==> src/rtl/emsm_params.svh <==
// emsm_params.svh: offsets, field positions, reset values and sequence
// codes of the energy mode state machine.
// assumes: included by bare name, definitions only.
`ifndef EMSM_PARAMS_SVH
`define EMSM_PARAMS_SVH

// ----------------------------------------------------------------------
// register map (byte addresses, 12-bit window)
// ----------------------------------------------------------------------
`define EMSM_AW 12
`define EMSM_OFF_CTRL 12'h000
`define EMSM_OFF_CORECFG 12'h010
`define EMSM_OFF_STATUS 12'h014

// ----------------------------------------------------------------------
// field positions and reset values
// ----------------------------------------------------------------------
`define EMSM_CTRL_RST 4'h0
`define EMSM_CFG_DEEP 0
`define EMSM_CFG_ONEXIT 1
`define EMSM_CFG_WDULF 2

// ----------------------------------------------------------------------
// shutoff write sequence: 2,3,2,3,2,3,2,3,2
// ----------------------------------------------------------------------
`define EMSM_SEQ_EVEN 2'h2
`define EMSM_SEQ_ODD 2'h3
`define EMSM_SEQ_LAST 4'h8

// ----------------------------------------------------------------------
// bus answers
// ----------------------------------------------------------------------
`define EMSM_RESP_OKAY 2'h0
`define EMSM_RESP_SLVERR 2'h2

`endif

==> src/rtl/emsm_pkg.sv <==
// emsm_pkg: types shared by the energy mode state machine files.
// assumes: emsm_params.svh sits on the include path.
`include "emsm_params.svh"

package emsm_pkg;

  // ----------------------------------------------------------------------
  // modes and carriers
  // ----------------------------------------------------------------------
  typedef enum logic [2:0] {
    MODE_ACTIVE,
    MODE_SLEEP,
    MODE_DEEP,
    MODE_STOP,
    MODE_SHUTOFF
  } emsm_mode_t;

  // power and clock gates, one bit per resource, 1 = running
  typedef struct packed {
    logic cpuClk;
    logic hfOsc;
    logic hfPerClk;
    logic lfOsc;
    logic lfClk;
    logic coreReg;
    logic ramRetain;
    logic wdogRun;
  } emsm_pwr_t;

  // wakeup sources that arrive from outside the clock domain
  typedef struct packed {
    logic pin;
    logic i2cAddr;
    logic acmpEdge;
  } emsm_async_t;

  // energy_control_register layout, bit 3 down to bit 0
  typedef struct packed {
    logic [1:0] seqField;
    logic dsBlock;
    logic regOn;
  } emsm_ctrl_t;

  // ----------------------------------------------------------------------
  // module state
  // ----------------------------------------------------------------------
  typedef struct packed {
    logic [3:0] cnt;
    logic fire;
  } emsm_seq_t;

  typedef struct packed {
    emsm_mode_t mode;
    emsm_pwr_t pwr;
    emsm_ctrl_t ctrl;
    logic deepSel;
    logic onExit;
    logic wdUlf;
    logic pend;
    emsm_async_t wake1;
    emsm_async_t wake2;
    logic seqWr;
    logic [1:0] seqVal;
    logic awready;
    logic wready;
    logic awHeld;
    logic wHeld;
    logic [`EMSM_AW-1:0] awAddr;
    logic [3:0] wLow;
    logic wStrb0;
    logic bvalid;
    logic [1:0] bresp;
    logic arready;
    logic rvalid;
    logic [1:0] rresp;
    logic [31:0] rdata;
  } emsm_state_t;

endpackage

==> src/rtl/emsm_top.sv <==
// emsm_top: energy mode state machine with its AXI4-Lite register slave.
// assumes: sleepReq pulses once per wait instruction of the core,
// isrActive is high while any handler runs, wake levels are enabled
// sources already; asyncWake comes from pins and is synchronised here.
`timescale 1ns/1ps
`default_nettype none
`include "emsm_params.svh"

// What this block does
// after any reset the block sits in active mode with everything running
// only software requests leave active mode for a low energy mode
// enabled interrupt or event returns sleep to active; deep sleep and stop return only on R17, R18 sources
// shutoff is left only by pin or power-on reset
// no direct move between sleep, deep sleep and stop modes
// the processor executes nothing in any low energy mode
// select bits pick sleep or deep sleep as tabled
// a wait-for-interrupt or wait-for-event request enters the chosen mode
// sleep on isr exit delays entry until the last handler ends
// shutoff follows the write sequence 2,3,2,3,2,3,2,3,2 alone
// writing zero to the sequence field restarts the sequence
// deep sleep block turns deep requests into sleep mode
// keep regulator on holds the regulator, acting as sleep mode
// software stops both low frequency clocks before asking for stop mode
// sleep gates the cpu clock, keeps high frequency oscillator and trees
// deep sleep stops high frequency parts, keeps low frequency ones
// deep sleep wakes on peripheral or pin interrupt, keeps ram
// stop wakes only on pin, address match or comparator edge
// in stop the watchdog runs only on the ultra low oscillator
// shutoff turns every oscillator and regulator off, memory is lost
// an out of order sequence value restarts the sequence
module emsm_top (
  input wire logic core_clk,
  input wire logic rstn,
  input wire logic awvalid,
  output logic awready,
  input wire logic [`EMSM_AW-1:0] awaddr,
  input wire logic wvalid,
  output logic wready,
  input wire logic [31:0] wdata,
  input wire logic [3:0] wstrb,
  output logic bvalid,
  input wire logic bready,
  output logic [1:0] bresp,
  input wire logic arvalid,
  output logic arready,
  input wire logic [`EMSM_AW-1:0] araddr,
  output logic rvalid,
  input wire logic rready,
  output logic [31:0] rdata,
  output logic [1:0] rresp,
  input wire logic sleepReq,
  input wire logic isrActive,
  input wire logic irqWake,
  input wire logic lfIrqWake,
  input wire emsm_pkg::emsm_async_t asyncWake,
  input wire logic lfaClkOn,
  input wire logic lfbClkOn,
  output emsm_pkg::emsm_pwr_t pwrCtl,
  output emsm_pkg::emsm_mode_t energyMode
);

  // ----------------------------------------------------------------------
  // reset release
  // ----------------------------------------------------------------------
  logic rstMeta_q;
  logic rstSyncN;

  // asserted at once, released two edges later
  always_ff @(posedge core_clk or negedge rstn) begin
    if (!rstn) begin
      rstMeta_q <= 1'b0;
      rstSyncN <= 1'b0;
    end else begin
      rstMeta_q <= 1'b1;
      rstSyncN <= rstMeta_q;
    end
  end

  // ----------------------------------------------------------------------
  // state and constants
  // ----------------------------------------------------------------------
  localparam emsm_pkg::emsm_pwr_t PWR_ALL = 8'hFF;
  localparam emsm_pkg::emsm_pwr_t PWR_NONE = 8'h00;

  emsm_pkg::emsm_state_t st_q;
  emsm_pkg::emsm_state_t st_d;
  logic seqFire;
  logic wakeAsync;
  logic goLow;

  // shutoff sequence tracker fed by control register writes
  emsm_shutoff_seq u_seq (
    .core_clk(core_clk),
    .rstSyncN(rstSyncN),
    .wrEn(st_q.seqWr),
    .wrVal(st_q.seqVal),
    .fire(seqFire)
  );

  // only the second sync stage is looked at
  assign wakeAsync = st_q.wake2.pin | st_q.wake2.i2cAddr | st_q.wake2.acmpEdge;

  // ----------------------------------------------------------------------
  // next state
  // ----------------------------------------------------------------------
  always_comb begin
    st_d = st_q;
    st_d.seqWr = 1'b0;
    goLow = 1'b0;

    // pin sources cross in through two flops
    st_d.wake1 = asyncWake;
    st_d.wake2 = st_q.wake1;

    // write address and data are taken in either order
    if (awvalid && st_q.awready) begin
      st_d.awHeld = 1'b1;
      st_d.awAddr = awaddr;
    end
    if (wvalid && st_q.wready) begin
      st_d.wHeld = 1'b1;
      st_d.wLow = wdata[3:0];
      st_d.wStrb0 = wstrb[0];
    end
    if (st_q.bvalid && bready) begin
      st_d.bvalid = 1'b0;
    end

    // commit one cycle after both halves are held
    if (st_q.awHeld && st_q.wHeld) begin
      st_d.awHeld = 1'b0;
      st_d.wHeld = 1'b0;
      st_d.bvalid = 1'b1;
      st_d.bresp = `EMSM_RESP_OKAY;
      case (st_q.awAddr)
        `EMSM_OFF_CTRL: begin
          // every field lives in byte lane 0
          if (st_q.wStrb0) begin
            st_d.ctrl = st_q.wLow;
            st_d.seqWr = 1'b1;
            st_d.seqVal = st_q.wLow[3:2];
          end
        end
        `EMSM_OFF_CORECFG: begin
          if (st_q.wStrb0) begin
            st_d.deepSel = st_q.wLow[`EMSM_CFG_DEEP];
            st_d.onExit = st_q.wLow[`EMSM_CFG_ONEXIT];
            st_d.wdUlf = st_q.wLow[`EMSM_CFG_WDULF];
          end
        end
        `EMSM_OFF_STATUS: begin
          // read only, write accepted and dropped
        end
        default: begin
          st_d.bresp = `EMSM_RESP_SLVERR;
        end
      endcase
    end
    // one write in flight; the response blocks the next one
    st_d.awready = !st_d.awHeld && !st_d.bvalid;
    st_d.wready = !st_d.wHeld && !st_d.bvalid;

    // read channel answers one cycle after the address is taken
    if (st_q.rvalid && rready) begin
      st_d.rvalid = 1'b0;
    end
    if (arvalid && st_q.arready) begin
      st_d.rvalid = 1'b1;
      st_d.rresp = `EMSM_RESP_OKAY;
      case (araddr)
        `EMSM_OFF_CTRL: begin
          st_d.rdata = {28'h0000000, st_q.ctrl};
        end
        `EMSM_OFF_CORECFG: begin
          st_d.rdata = {29'h0000000, st_q.wdUlf, st_q.onExit, st_q.deepSel};
        end
        `EMSM_OFF_STATUS: begin
          st_d.rdata = {28'h0000000, st_q.pend, st_q.mode};
        end
        default: begin
          st_d.rdata = 32'h00000000;
          st_d.rresp = `EMSM_RESP_SLVERR;
        end
      endcase
    end
    st_d.arready = !st_d.rvalid;

    // mode sequencing; a chip reset is the async reset below
    case (st_q.mode)
      emsm_pkg::MODE_ACTIVE: begin
        if (seqFire) begin
          st_d.mode = emsm_pkg::MODE_SHUTOFF;
          st_d.pend = 1'b0;
        end else if (sleepReq && st_q.onExit && isrActive) begin
          st_d.pend = 1'b1; // wait for the last handler to leave
        end else if (sleepReq || (st_q.pend && !isrActive)) begin
          goLow = 1'b1; // only the core's request starts this, see R2
          st_d.pend = 1'b0;
        end
        // a half written shutoff sequence vetoes ordinary entry
        if (goLow && st_q.ctrl.seqField == 2'h0) begin
          if (!st_q.deepSel) begin
            st_d.mode = emsm_pkg::MODE_SLEEP;
          end else if (st_q.ctrl.dsBlock || st_q.ctrl.regOn) begin
            st_d.mode = emsm_pkg::MODE_SLEEP; // see R12
          end else if (!lfaClkOn && !lfbClkOn) begin
            st_d.mode = emsm_pkg::MODE_STOP; // software stopped both
          end else begin
            st_d.mode = emsm_pkg::MODE_DEEP;
          end
        end
      end
      emsm_pkg::MODE_SLEEP: begin
        if (irqWake || lfIrqWake || wakeAsync) begin
          st_d.mode = emsm_pkg::MODE_ACTIVE; // see R3
        end
      end
      emsm_pkg::MODE_DEEP: begin
        if (lfIrqWake || wakeAsync) begin
          st_d.mode = emsm_pkg::MODE_ACTIVE; // see R17
        end
      end
      emsm_pkg::MODE_STOP: begin
        if (wakeAsync) begin
          st_d.mode = emsm_pkg::MODE_ACTIVE; // see R18
        end
      end
      emsm_pkg::MODE_SHUTOFF: begin
        st_d.mode = emsm_pkg::MODE_SHUTOFF; // deaf to wakeups
      end
      default: begin
        st_d.mode = emsm_pkg::MODE_ACTIVE;
      end
    endcase

    // gates follow the next mode so they switch with it
    case (st_d.mode)
      emsm_pkg::MODE_ACTIVE: begin
        st_d.pwr = PWR_ALL;
      end
      emsm_pkg::MODE_SLEEP: begin
        st_d.pwr = PWR_ALL;
        st_d.pwr.cpuClk = 1'b0; // see R15
      end
      emsm_pkg::MODE_DEEP: begin
        st_d.pwr = PWR_NONE; // see R16
        st_d.pwr.lfOsc = 1'b1;
        st_d.pwr.lfClk = 1'b1;
        st_d.pwr.coreReg = st_d.ctrl.regOn;
        st_d.pwr.ramRetain = 1'b1;
        st_d.pwr.wdogRun = 1'b1;
      end
      emsm_pkg::MODE_STOP: begin
        st_d.pwr = PWR_NONE;
        st_d.pwr.ramRetain = 1'b1;
        st_d.pwr.wdogRun = st_d.wdUlf;
      end
      emsm_pkg::MODE_SHUTOFF: begin
        st_d.pwr = PWR_NONE;
      end
      default: begin
        st_d.pwr = PWR_ALL;
      end
    endcase
  end

  // ----------------------------------------------------------------------
  // state register
  // ----------------------------------------------------------------------
  always_ff @(posedge core_clk or negedge rstSyncN) begin
    if (!rstSyncN) begin
      st_q <= '0;
      st_q.mode <= emsm_pkg::MODE_ACTIVE;
      st_q.pwr <= PWR_ALL;
      st_q.ctrl <= `EMSM_CTRL_RST;
    end else begin
      st_q <= st_d;
    end
  end

  // ----------------------------------------------------------------------
  // outputs, all straight from flops
  // ----------------------------------------------------------------------
  assign awready = st_q.awready;
  assign wready = st_q.wready;
  assign bvalid = st_q.bvalid;
  assign bresp = st_q.bresp;
  assign arready = st_q.arready;
  assign rvalid = st_q.rvalid;
  assign rdata = st_q.rdata;
  assign rresp = st_q.rresp;
  assign pwrCtl = st_q.pwr;
  assign energyMode = st_q.mode;
endmodule
`default_nettype wire

==> src/rtl/emsm_shutoff_seq.sv <==
// emsm_shutoff_seq: tracks the ordered writes that arm shutoff_mode.
// assumes: one write strobe per register write, same clock, synced reset.
`timescale 1ns/1ps
`default_nettype none
`include "emsm_params.svh"

module emsm_shutoff_seq (
  input wire logic core_clk,
  input wire logic rstSyncN,
  input wire logic wrEn,
  input wire logic [1:0] wrVal,
  output logic fire
);

  emsm_pkg::emsm_seq_t st_q;
  emsm_pkg::emsm_seq_t st_d;
  logic [1:0] expect_v;

  // even positions want 2, odd positions want 3
  assign expect_v = st_q.cnt[0] ? `EMSM_SEQ_ODD : `EMSM_SEQ_EVEN;

  // advance on a match, fall back to the start on anything else
  always_comb begin
    st_d = st_q;
    st_d.fire = 1'b0;
    if (wrEn) begin
      if (wrVal == expect_v) begin
        if (st_q.cnt == `EMSM_SEQ_LAST) begin
          st_d.fire = 1'b1;
          st_d.cnt = 4'h0;
        end else begin
          st_d.cnt = st_q.cnt + 4'h1;
        end
      end else begin
        st_d.cnt = 4'h0; // zero or wrong value restarts, see R11
      end
    end
  end

  always_ff @(posedge core_clk or negedge rstSyncN) begin
    if (!rstSyncN) begin
      st_q <= '0;
    end else begin
      st_q <= st_d;
    end
  end

  assign fire = st_q.fire;
endmodule
`default_nettype wire

==> config.mk <==
export PLATFORM = sky130hd
export DESIGN_NAME = emsm_top
export DESIGN_NICKNAME = d
export VERILOG_FILES = /design/src/rtl/emsm_pkg.sv /design/src/rtl/emsm_top.sv /design/src/rtl/emsm_shutoff_seq.sv
export VERILOG_INCLUDE_DIRS = /design/src /design/src/rtl
export SDC_FILE = /design/constraint.sdc
export NUM_CORES = 1
export LEC_CHECK = 0
export ABC_AREA = 1
export BUFFER_PORTS_ARGS = -buffer_cell sky130_fd_sc_hd__buf_2
export CAP_MARGIN = 30
export CORE_MARGIN = 2
export CORE_UTILIZATION = 30
export CTS_BUF_LIST = sky130_fd_sc_hd__clkbuf_8
export CTS_CLUSTER_DIAMETER = 80
export DETAILED_ROUTE_END_ITERATION = 8
export HOLD_SLACK_MARGIN = 0.06
export PLACE_DENSITY_LB_ADDON = 0.25
export SETUP_SLACK_MARGIN = 0.1
export SLEW_MARGIN = 20
export SYNTH_ARGS = -nofsm -noshare
export SYNTH_HDL_FRONTEND = slang
export SYNTH_SLANG_ARGS = --single-unit
==> constraint.sdc <==
create_clock -name core_clk -period 1.9 [get_ports core_clk]
set_input_delay 0.285 -clock core_clk [delete_from_list [all_inputs] [get_ports core_clk]]
set_output_delay 0.285 -clock core_clk [all_outputs]
set_load 0.01 [all_outputs]
==> results of run 1 <==
[critical path, delay by kind of cell, from the launching register on]
kind	cells	cell delay (ns)
simple gates	6	0.72
flops	1	0.38
compound gates	1	0.18
[layout make-up]
type / count / area (µm²)
fill: 1030 / 6200
sequential: 61 / 1540
multi-input combinational: 225 / 1090
timing repair buffer: 72 / 398
tap: 133 / 166
inverter: 37 / 139
clock buffer: 10 / 138
clock inverter: 6 / 103
[routing by layer]
metal	track usage, %	part of all wire [%]	routed length (µm)	vias to the layer above
li1	-	-	-	1110
met1	15.2	47	2680	962
met2	16.9	45	2540	72
met3	4.82	7.3	413	5
met4	3.47	0.77	44	0
met5	0	0	0	-
[worst paths after layout]
check                           cells past startpoint              endpoint  slack, ns
worst min register to register                      0  st_q[53]$_DFFE_PN0P_       0.24
worst min-delay path                                3  st_q[50]$_DFFE_PN0P_       0.14
max in group asynchronous                           1   pwrCtl[2]$_DFF_PN1_       1.02
worst max-delay path                                7   pwrCtl[2]$_DFF_PN1_       0.56
worst max register to register                      7   pwrCtl[2]$_DFF_PN1_       0.56
min in group asynchronous                           0  st_q[53]$_DFFE_PN0P_       0.24
[per-stage QoR]
stage | cells | util, % | worst slack (ns)
2_1_floorplan | 371 | - | 0.718
3_3_place_gp | 524 | 33.7 | 0.570
3_5_place_dp | 524 | 33.7 | 0.549
4_1_cts | 544 | 36.5 | 0.536
5_1_grt | 544 | 36.5 | 0.371
6_report | 544 | 36.5 | 0.561
[registers in the layout, indices dropped and copies added, names as in the netlist]
signal / cells
awready: 1
rresp: 1
rdata: 4
rstMeta_q: 1
pwrCtl: 6
bvalid: 1
rvalid: 1
energyMode: 3
arready: 1
st_q: 31
u_seq.fire: 1
u_seq.st_q: 4
bresp: 1
rstSyncN: 1
wready: 1
st_d: 3
[report_power, final]
part           internal [W]  total (W)  leakage (nW)  switching, W
clock              0.000896    0.00140         0.129      0.000506
combinational      0.000401    0.00110         0.944      0.000695
sequential          0.00165    0.00185         0.763      0.000200
[cell usage in the layout (no fill, tap or decap), types with 2 or more instances in the layout]
cell type      instances
dfrtp_1               54
nor3_4                 2
nand2_1               97
nor3_2                 4
dfstp_2                6
nor2_1                25
nor2_4                 2
inv_1                 37
dlygate4sd3_1          4
o21ai_0               14
a21oi_1                4
clkbuf_8              10
ha_1                   2
o21ai_2                3
nand4_1                2
nand3_2                3
nand3_1               11
bufinv_16              3
nand2_2                4
o21ai_1                3
nor3_1                 2
buf_2                 66
nor2_2                 6
conb_1                31
[Yosys cell counts]
| cell | count | area, µm² |
|---|---|---|
| a21oi_1 | 4 | 20.0 |
| a21oi_2 | 1 | 8.76 |
| a22oi_1 | 1 | 7.51 |
| a31oi_1 | 1 | 6.26 |
| buf_2 | 1 | 5.00 |
| buf_4 | 47 | 353 |
| clkinv_1 | 1 | 3.75 |
| conb_1 | 2 | 7.51 |
| dfrtp_1 | 55 | 1380 |
| dfstp_2 | 6 | 158 |
| ha_1 | 2 | 25.0 |
| inv_1 | 35 | 131 |
| inv_2 | 1 | 3.75 |
| nand2_1 | 97 | 364 |
| nand2_2 | 4 | 25.0 |
| nand2_4 | 1 | 11.3 |
| nand3_1 | 11 | 55.1 |
| nand3_2 | 3 | 30.0 |
| nand3_4 | 1 | 17.5 |
| nand4_1 | 2 | 12.5 |
| nor2_1 | 25 | 93.8 |
| nor2_2 | 6 | 37.5 |
| nor2_4 | 2 | 22.5 |
| nor3_1 | 2 | 10.0 |
| nor3_2 | 4 | 40.0 |
| nor3_4 | 2 | 32.5 |
| nor4_1 | 1 | 6.26 |
| o211ai_2 | 1 | 12.5 |
| o21ai_0 | 14 | 70.1 |
| o21ai_1 | 3 | 15.0 |
| o21ai_2 | 3 | 26.3 |
| o21bai_1 | 1 | 7.51 |
| xnor2_1 | 1 | 8.76 |
| xor2_1 | 1 | 8.76 |
[timing repair]
action	in CTS	in global routing
endpoints found under the hold margin	5	0
hold buffers	4	0
setup endpoints to repair	0	0
[cells by family (layout without fill, tap and decap cells)]
logic type	count (synthesis)	in the layout
simple gates	161	161
buf+inv	85	125
flops	61	61
compound gates	29	29
fa+ha+maj	2	2
other cells	2	31
xor+xnor	2	2
==> metrics.md, run 1 <==
| Metric | Value |
|---|---|
| CTS tree | built |
| Initial Utilization | 30.8% |
| Syn avg cell area | ~8.8 µm² |
| Proportion of layout cells with a drive suffix above 1 | 28.7% |
| # rows | 36 |
| Largest net degree at the start of global routing | 39 |
| Initial antenna violation count | 0 |
| Final setup TNS | 0 ns |
| Die X | 104 µm |
| # nets final | about 480 |
| Yosys reg bits | between 60 and 70 |
| Input/output buffers | 66 |
| Worst hold slack | between 0.1 and 0.15 ns |
| Synth-to-layout area growth | 18.5% |
| First-pass GRT wire length | 9980 µm |
| Post-Route WL | 5680 µm |
| Worst EP arrival | between 1.5 and 2 ns |
| Synth Warn # | 0 |
| Worst path cell trace | nor2_1, nand2_1, nor2_4, nand3_4, o21ai_2, nand3_1, nand3_2 |
| Routed length per placed instance | 10.4 µm |
| Worst-Skew Late Latency | between 0.3 and 0.4 ns |
| Mux contribution to synthesized area | 0% |
| Simple-gate portion of the synthesized area | between 20 and 30% |
| 1st-pass router iterations | 4 |
| Root buffer cell | clkbuf_8 |
| Via count | between 2000 and 2500 |
| CTS sink cnt | 61 |
| Netlist Area Pre-Place | ~3000 µm² |
| Number of library cell types mapped by synthesis | 34 |
| Hold Fails Final Rpt | 0 |
| Setup Skew | approximately 0.007 ns |
| Final max-slew violation count | 0 |
| Total gr overflow | 0 |
| Max-slew headroom | around two thirds |
| Final Critical Period | approximately 1.3 ns |
| RSZ-0062 raised after global routing | false |
| Post-layout power | about 0.0044 W |
| Die area | 10900 µm² |
| Highest clock rate | 747 MHz |
| Status | finished clean |
| DRC | 0 |
| Peak VDD IR | around 0.54 mV |
| Max FO, Critical Path | 8 |
| CTS Buf Count | 9 |
| CP Data Required Time | between 2 and 2.5 ns |
| Total GRT Usage | approximately 11% |
| ANT nets after route | 0 |
| Vias in the first global route | approximately 2100 |
| Crit start category | flip-flop |
| Part of the cycle the worst path needs | a little over two thirds |
| Largest family of logic cells by synthesized area | simple AND/OR/NAND/NOR gates |
| Power Density | about 1200 nW/µm² |
| Leak Pwr | about 1.8 nW |
| CTS clk-pin slew, worst paths | 0.07 ns |
| Dpl cell area | approximately 3300 µm² |
| Slowest CP cell | dfrtp_1 |
| ANT cells | 0 |
| Top-level I/O count | around 130 |
| Initial DRC count | 98 |
| Worst r2r src | st_q[51]$_DFFE_PN0P_ |
| Vias per inst | 3.95 |
| CTS H-tree depth | 3 |
| Seq/Total Area, Yosys | between 50 and 60% |
| Setup Viol. Count Final | 0 |
| Compound-gate portion of the synthesized area | 5.77% |
| Synth Area in Adders | less than 1% |
| Final HPWL DP | ~4200 µm |
| Max-cap violations | 0 |
| Post-cts sizing count | 0 |
| Synth Area in XOR/XNOR | 0.581% |
| Slew at the pin with the worst max-slew slack | slightly above 0.5 ns |
| Postcts setup bufs | 0 |
| CP Capture Type | flip-flop |
| Critical path class | reg2reg |
| Core area | just under 10000 µm² |
| Post-route design area | roughly 3600 µm² |
| Hold Startpoint | awaddr[6] |
| Setup crit start | st_q[51]$_DFFE_PN0P_ |
| Die Height | 104 µm |
| Synth Instances | between 300 and 400 |
| Tightest Hold Check Type | in2reg |
| Longest Clk Path Bufs | 2 |
| Slowest Stage Delay on Critical Path | ~0.38 ns |
| Routability cong. | between 0.7 and 0.8 |
Note: power is estimated with default switching activity, not from simulation.
==> run 2: changes to the inputs <==
--- a/config.mk
+++ b/config.mk
@@ -6,7 +6,7 @@
 export SDC_FILE = /design/constraint.sdc
 export NUM_CORES = 1
 export LEC_CHECK = 0
-export ABC_AREA = 1
+export ABC_AREA = 0
 export BUFFER_PORTS_ARGS = -buffer_cell sky130_fd_sc_hd__buf_2
 export CAP_MARGIN = 30
 export CORE_MARGIN = 2
==> constraint.sdc (replaced) <==
create_clock -name core_clk -period 1.2 [get_ports core_clk]
set_input_delay 0.18 -clock core_clk [delete_from_list [all_inputs] [get_ports core_clk]]
set_output_delay 0.18 -clock core_clk [all_outputs]
set_load 0.01 [all_outputs]
==> run 2 against run 1 <==
  * The run now ends with setup timing left
  * Final area grew 12%
  * Clock power increased by 31%
  * Setup slack got worse by 0.85 ns
  * Sequential cell count unchanged
  * Hold slack got worse by 0.063 ns
  * Power increased by 45%
  * Critical path type unchanged
  * Highest routed layer unchanged
==> metrics.md, run 2 <==
| Metric | Value |
|---|---|
| Area share of the largest cell type after synthesis | about half |
| Max FO, Critical Path | 5 |
| Worst-Skew Late Latency | between 0.3 and 0.4 ns |
| Total gr overflow | 0 |
| Setup ws final | -0.286 ns |
| Vias per inst | around 4.3 |
| Final HPWL DP | 4270 µm |
| Final max-slew violation count | 0 |
| # nets final | around 420 |
| Hold Fails Final Rpt | 0 |
| Setup Viol. Count Final | 22 |
| Routed length per placed instance | between 10 and 15 µm |
| 1st-pass router iterations | 4 |
| CTS H-tree depth | 3 |
| RSZ-0062 raised after global routing | true |
| Top cells by area, synth | dfrtp_1 (49%), buf_4 (12%), dfstp_2 (5.6%), mux2_2 (5.2%), mux2_1 (4.4%) |
| Netlist Area Pre-Place | roughly 2800 µm² |
| Synth top cells by count | dfrtp_1 (55), buf_4 (47), nand2_1 (14) |
| Proportion of layout cells with a drive suffix above 1 | 52.0% |
| Highest clock rate | around 670 MHz |
| ANT nets after route | 0 |
| Via count | about 2000 |
| Ys async rst share | 100% |
| CTS Buf Count | 9 |
| Tightest Hold Check Type | in2reg |
| ANT cells | 0 |
| Routability cong. | between 0.7 and 0.8 |
| Total GRT Usage | about an eighth |
| Most frequent cells in the layout | dfrtp_1 (53), buf_2 (52), conb_1 (31), buf_4 (28), buf_6 (23) |
| Core area | 9200 µm² |
| Max-cap violations | 0 |
| Initial Utilization | between 30% and 40% |
| Peak VDD IR | roughly 1.1 mV |
| Leak Pwr | 1.96 nW |
| CP Data Required Time | ~1.4 ns |
| Largest register by flop count | st_q |
| CTS clk-pin slew, worst paths | 0.07 ns |
| Largest net degree at the start of global routing | 28 |
| Critical path class | reg2reg |
| Power Density | 1580 nW/µm² |
| Yosys reg bits | 61 |
| Top-level I/O count | approximately 130 |
| Cell with the most instances after synthesis | dfrtp_1 |
| Synth Instances | between 200 and 250 |
| Longest Clk Path Bufs | 2 |
| Post-Route WL | a little under 6000 µm |
| Input/output buffers | 66 |
| Syn avg cell area | 11.8 µm² |
| Number of library cell types mapped by synthesis | 47 |
| Root buffer cell | clkbuf_8 |
| Seq/Total Area, Yosys | 54.2% |
| Initial DRC count | between 60 and 70 |
| Die area | ~10000 µm² |
| Post-route design area | 4010 µm² |
| Final core utilization | a little over two fifths |
| Final Critical Period | 1.49 ns |
| Non-Filler Instances | 461 |
| Post-synth EDFFs | 0 |
| Die X | a little over 100 µm |
| Status | finished, violations left |
| Post-synth top area cell | dfrtp_1 |
| Worst EP arrival | approximately 1.7 ns |
| Layout fillers | between 800 and 900 |
| Setup Skew | roughly 0.011 ns |
| Largest register FFs | 31 |
| Initial antenna violation count | 0 |
| Synth-to-layout area growth | 41.8% |
| Part of the cycle the worst path needs | 124% |
| # rows | 35 |
| Vias in the first global route | 1911 |
| Most common flop cell mapped by yosys | dfrtp_1 |
| Crit start category | flip-flop |
| Dpl cell area | about 3300 µm² |
| Commonest non-fill, non-tap cell in the layout | dfrtp_1 |
| Synth Warn # | 0 |
| Die Height | between 100 and 150 µm |
| CP Capture Type | flip-flop |
| Placed cells | around 420 |
| First-pass GRT wire length | about 9400 µm |
| Post-layout power | 0.00633 W |
| CTS sink cnt | slightly above 60 |
| Failing checks | setup timing |
| DRC | 0 |
| CTS tree | built |
## run 2: layout make-up
cell class                 instances  area [µm²]  area share, %
clock buffer                      11         151           3.78
clock inverter                     4        48.8           1.22
inverter                          10        40.0          0.998
timing repair buffer             119         935           23.3
multi-input combinational        145        1160           28.9
sequential                        61        1540           38.3
tap                              111         139           3.46
## run 2: timing repair
item | in CTS | in global routing
endpoints found under the setup margin | 41 | 44
hold endpoints to repair | 12 | 2
buffers inserted | 6 | 5
pin swaps | 17 | 8
gates resized for setup | 32 | 26
gates cloned | 0 | 1
hold buffers | 10 | 2
## run 2: cells by family (layout without fill, tap and decap cells)
group                      after synthesis  count (layout)  synth area share [%]
muxes                                   27              27                  10.6
buffers and inverters                   63             144                  14.7
xor gates and xnor gates                 4               4                  1.24
and+or+nand+nor                         51              51                  10.9
DFF                                     61              61                  54.2
adders and majority gates                2               2                 0.885
AOI/OAI and AO/OA                       30              30                  7.12
other                                    2              31                 0.266
## run 2: worst max-delay path: stages (launching register included)
cell and delay (ns):
dfrtp_1 0.41, nor4_4 0.31, and4_4 0.32, mux2_1 0.33
## run 2: power by group
part	switching [W]	internal, W
combinational	0.000646	0.00103
sequential	0.000329	0.00249
clock	0.000776	0.00105
## run 2: routing by layer
metal	up-vias	part of all wire, %	track usage, %
li1	957	-	-
met1	940	48	16.8
met2	89	44	17.5
met3	6	7.4	4.30
met4	0	1.1	4.99
met5	-	0	0
## run 2: path summary, 6_finish.rpt
path	startpoint	to	slack, ns	cells after the start
min reg2reg	rstSyncN$_DFF_PN0_	u_seq.st_q[2]$_DFFE_PN0P_	0.17	0
max reg2reg	st_q[49]$_DFFE_PN0P_	st_q[60]$_DFFE_PN0P_	-0.29	3
max	st_q[49]$_DFFE_PN0P_	st_q[60]$_DFFE_PN0P_	-0.29	3
min in group asynchronous	rstn	rstMeta_q$_DFF_PN0_	0.16	2
max in group asynchronous	rstSyncN$_DFF_PN0_	pwrCtl[0]$_DFF_PN1_	0.51	1
min	awaddr[10]	st_q[54]$_DFFE_PN0P_	0.08	2
## run 2: stage by stage
stage,setup slack [ns],setup TNS [ns],hold WS (ns)
global route,-0.367,-5.31,0.0626
finish,-0.286,-3.59,0.0762
floorplan,-0.214,-2.35,-0.116
CTS,-0.306,-3.62,0.0612
detailed placement,-0.410,-6.08,-0.0279
global placement,-0.403,-5.72,-0.0291
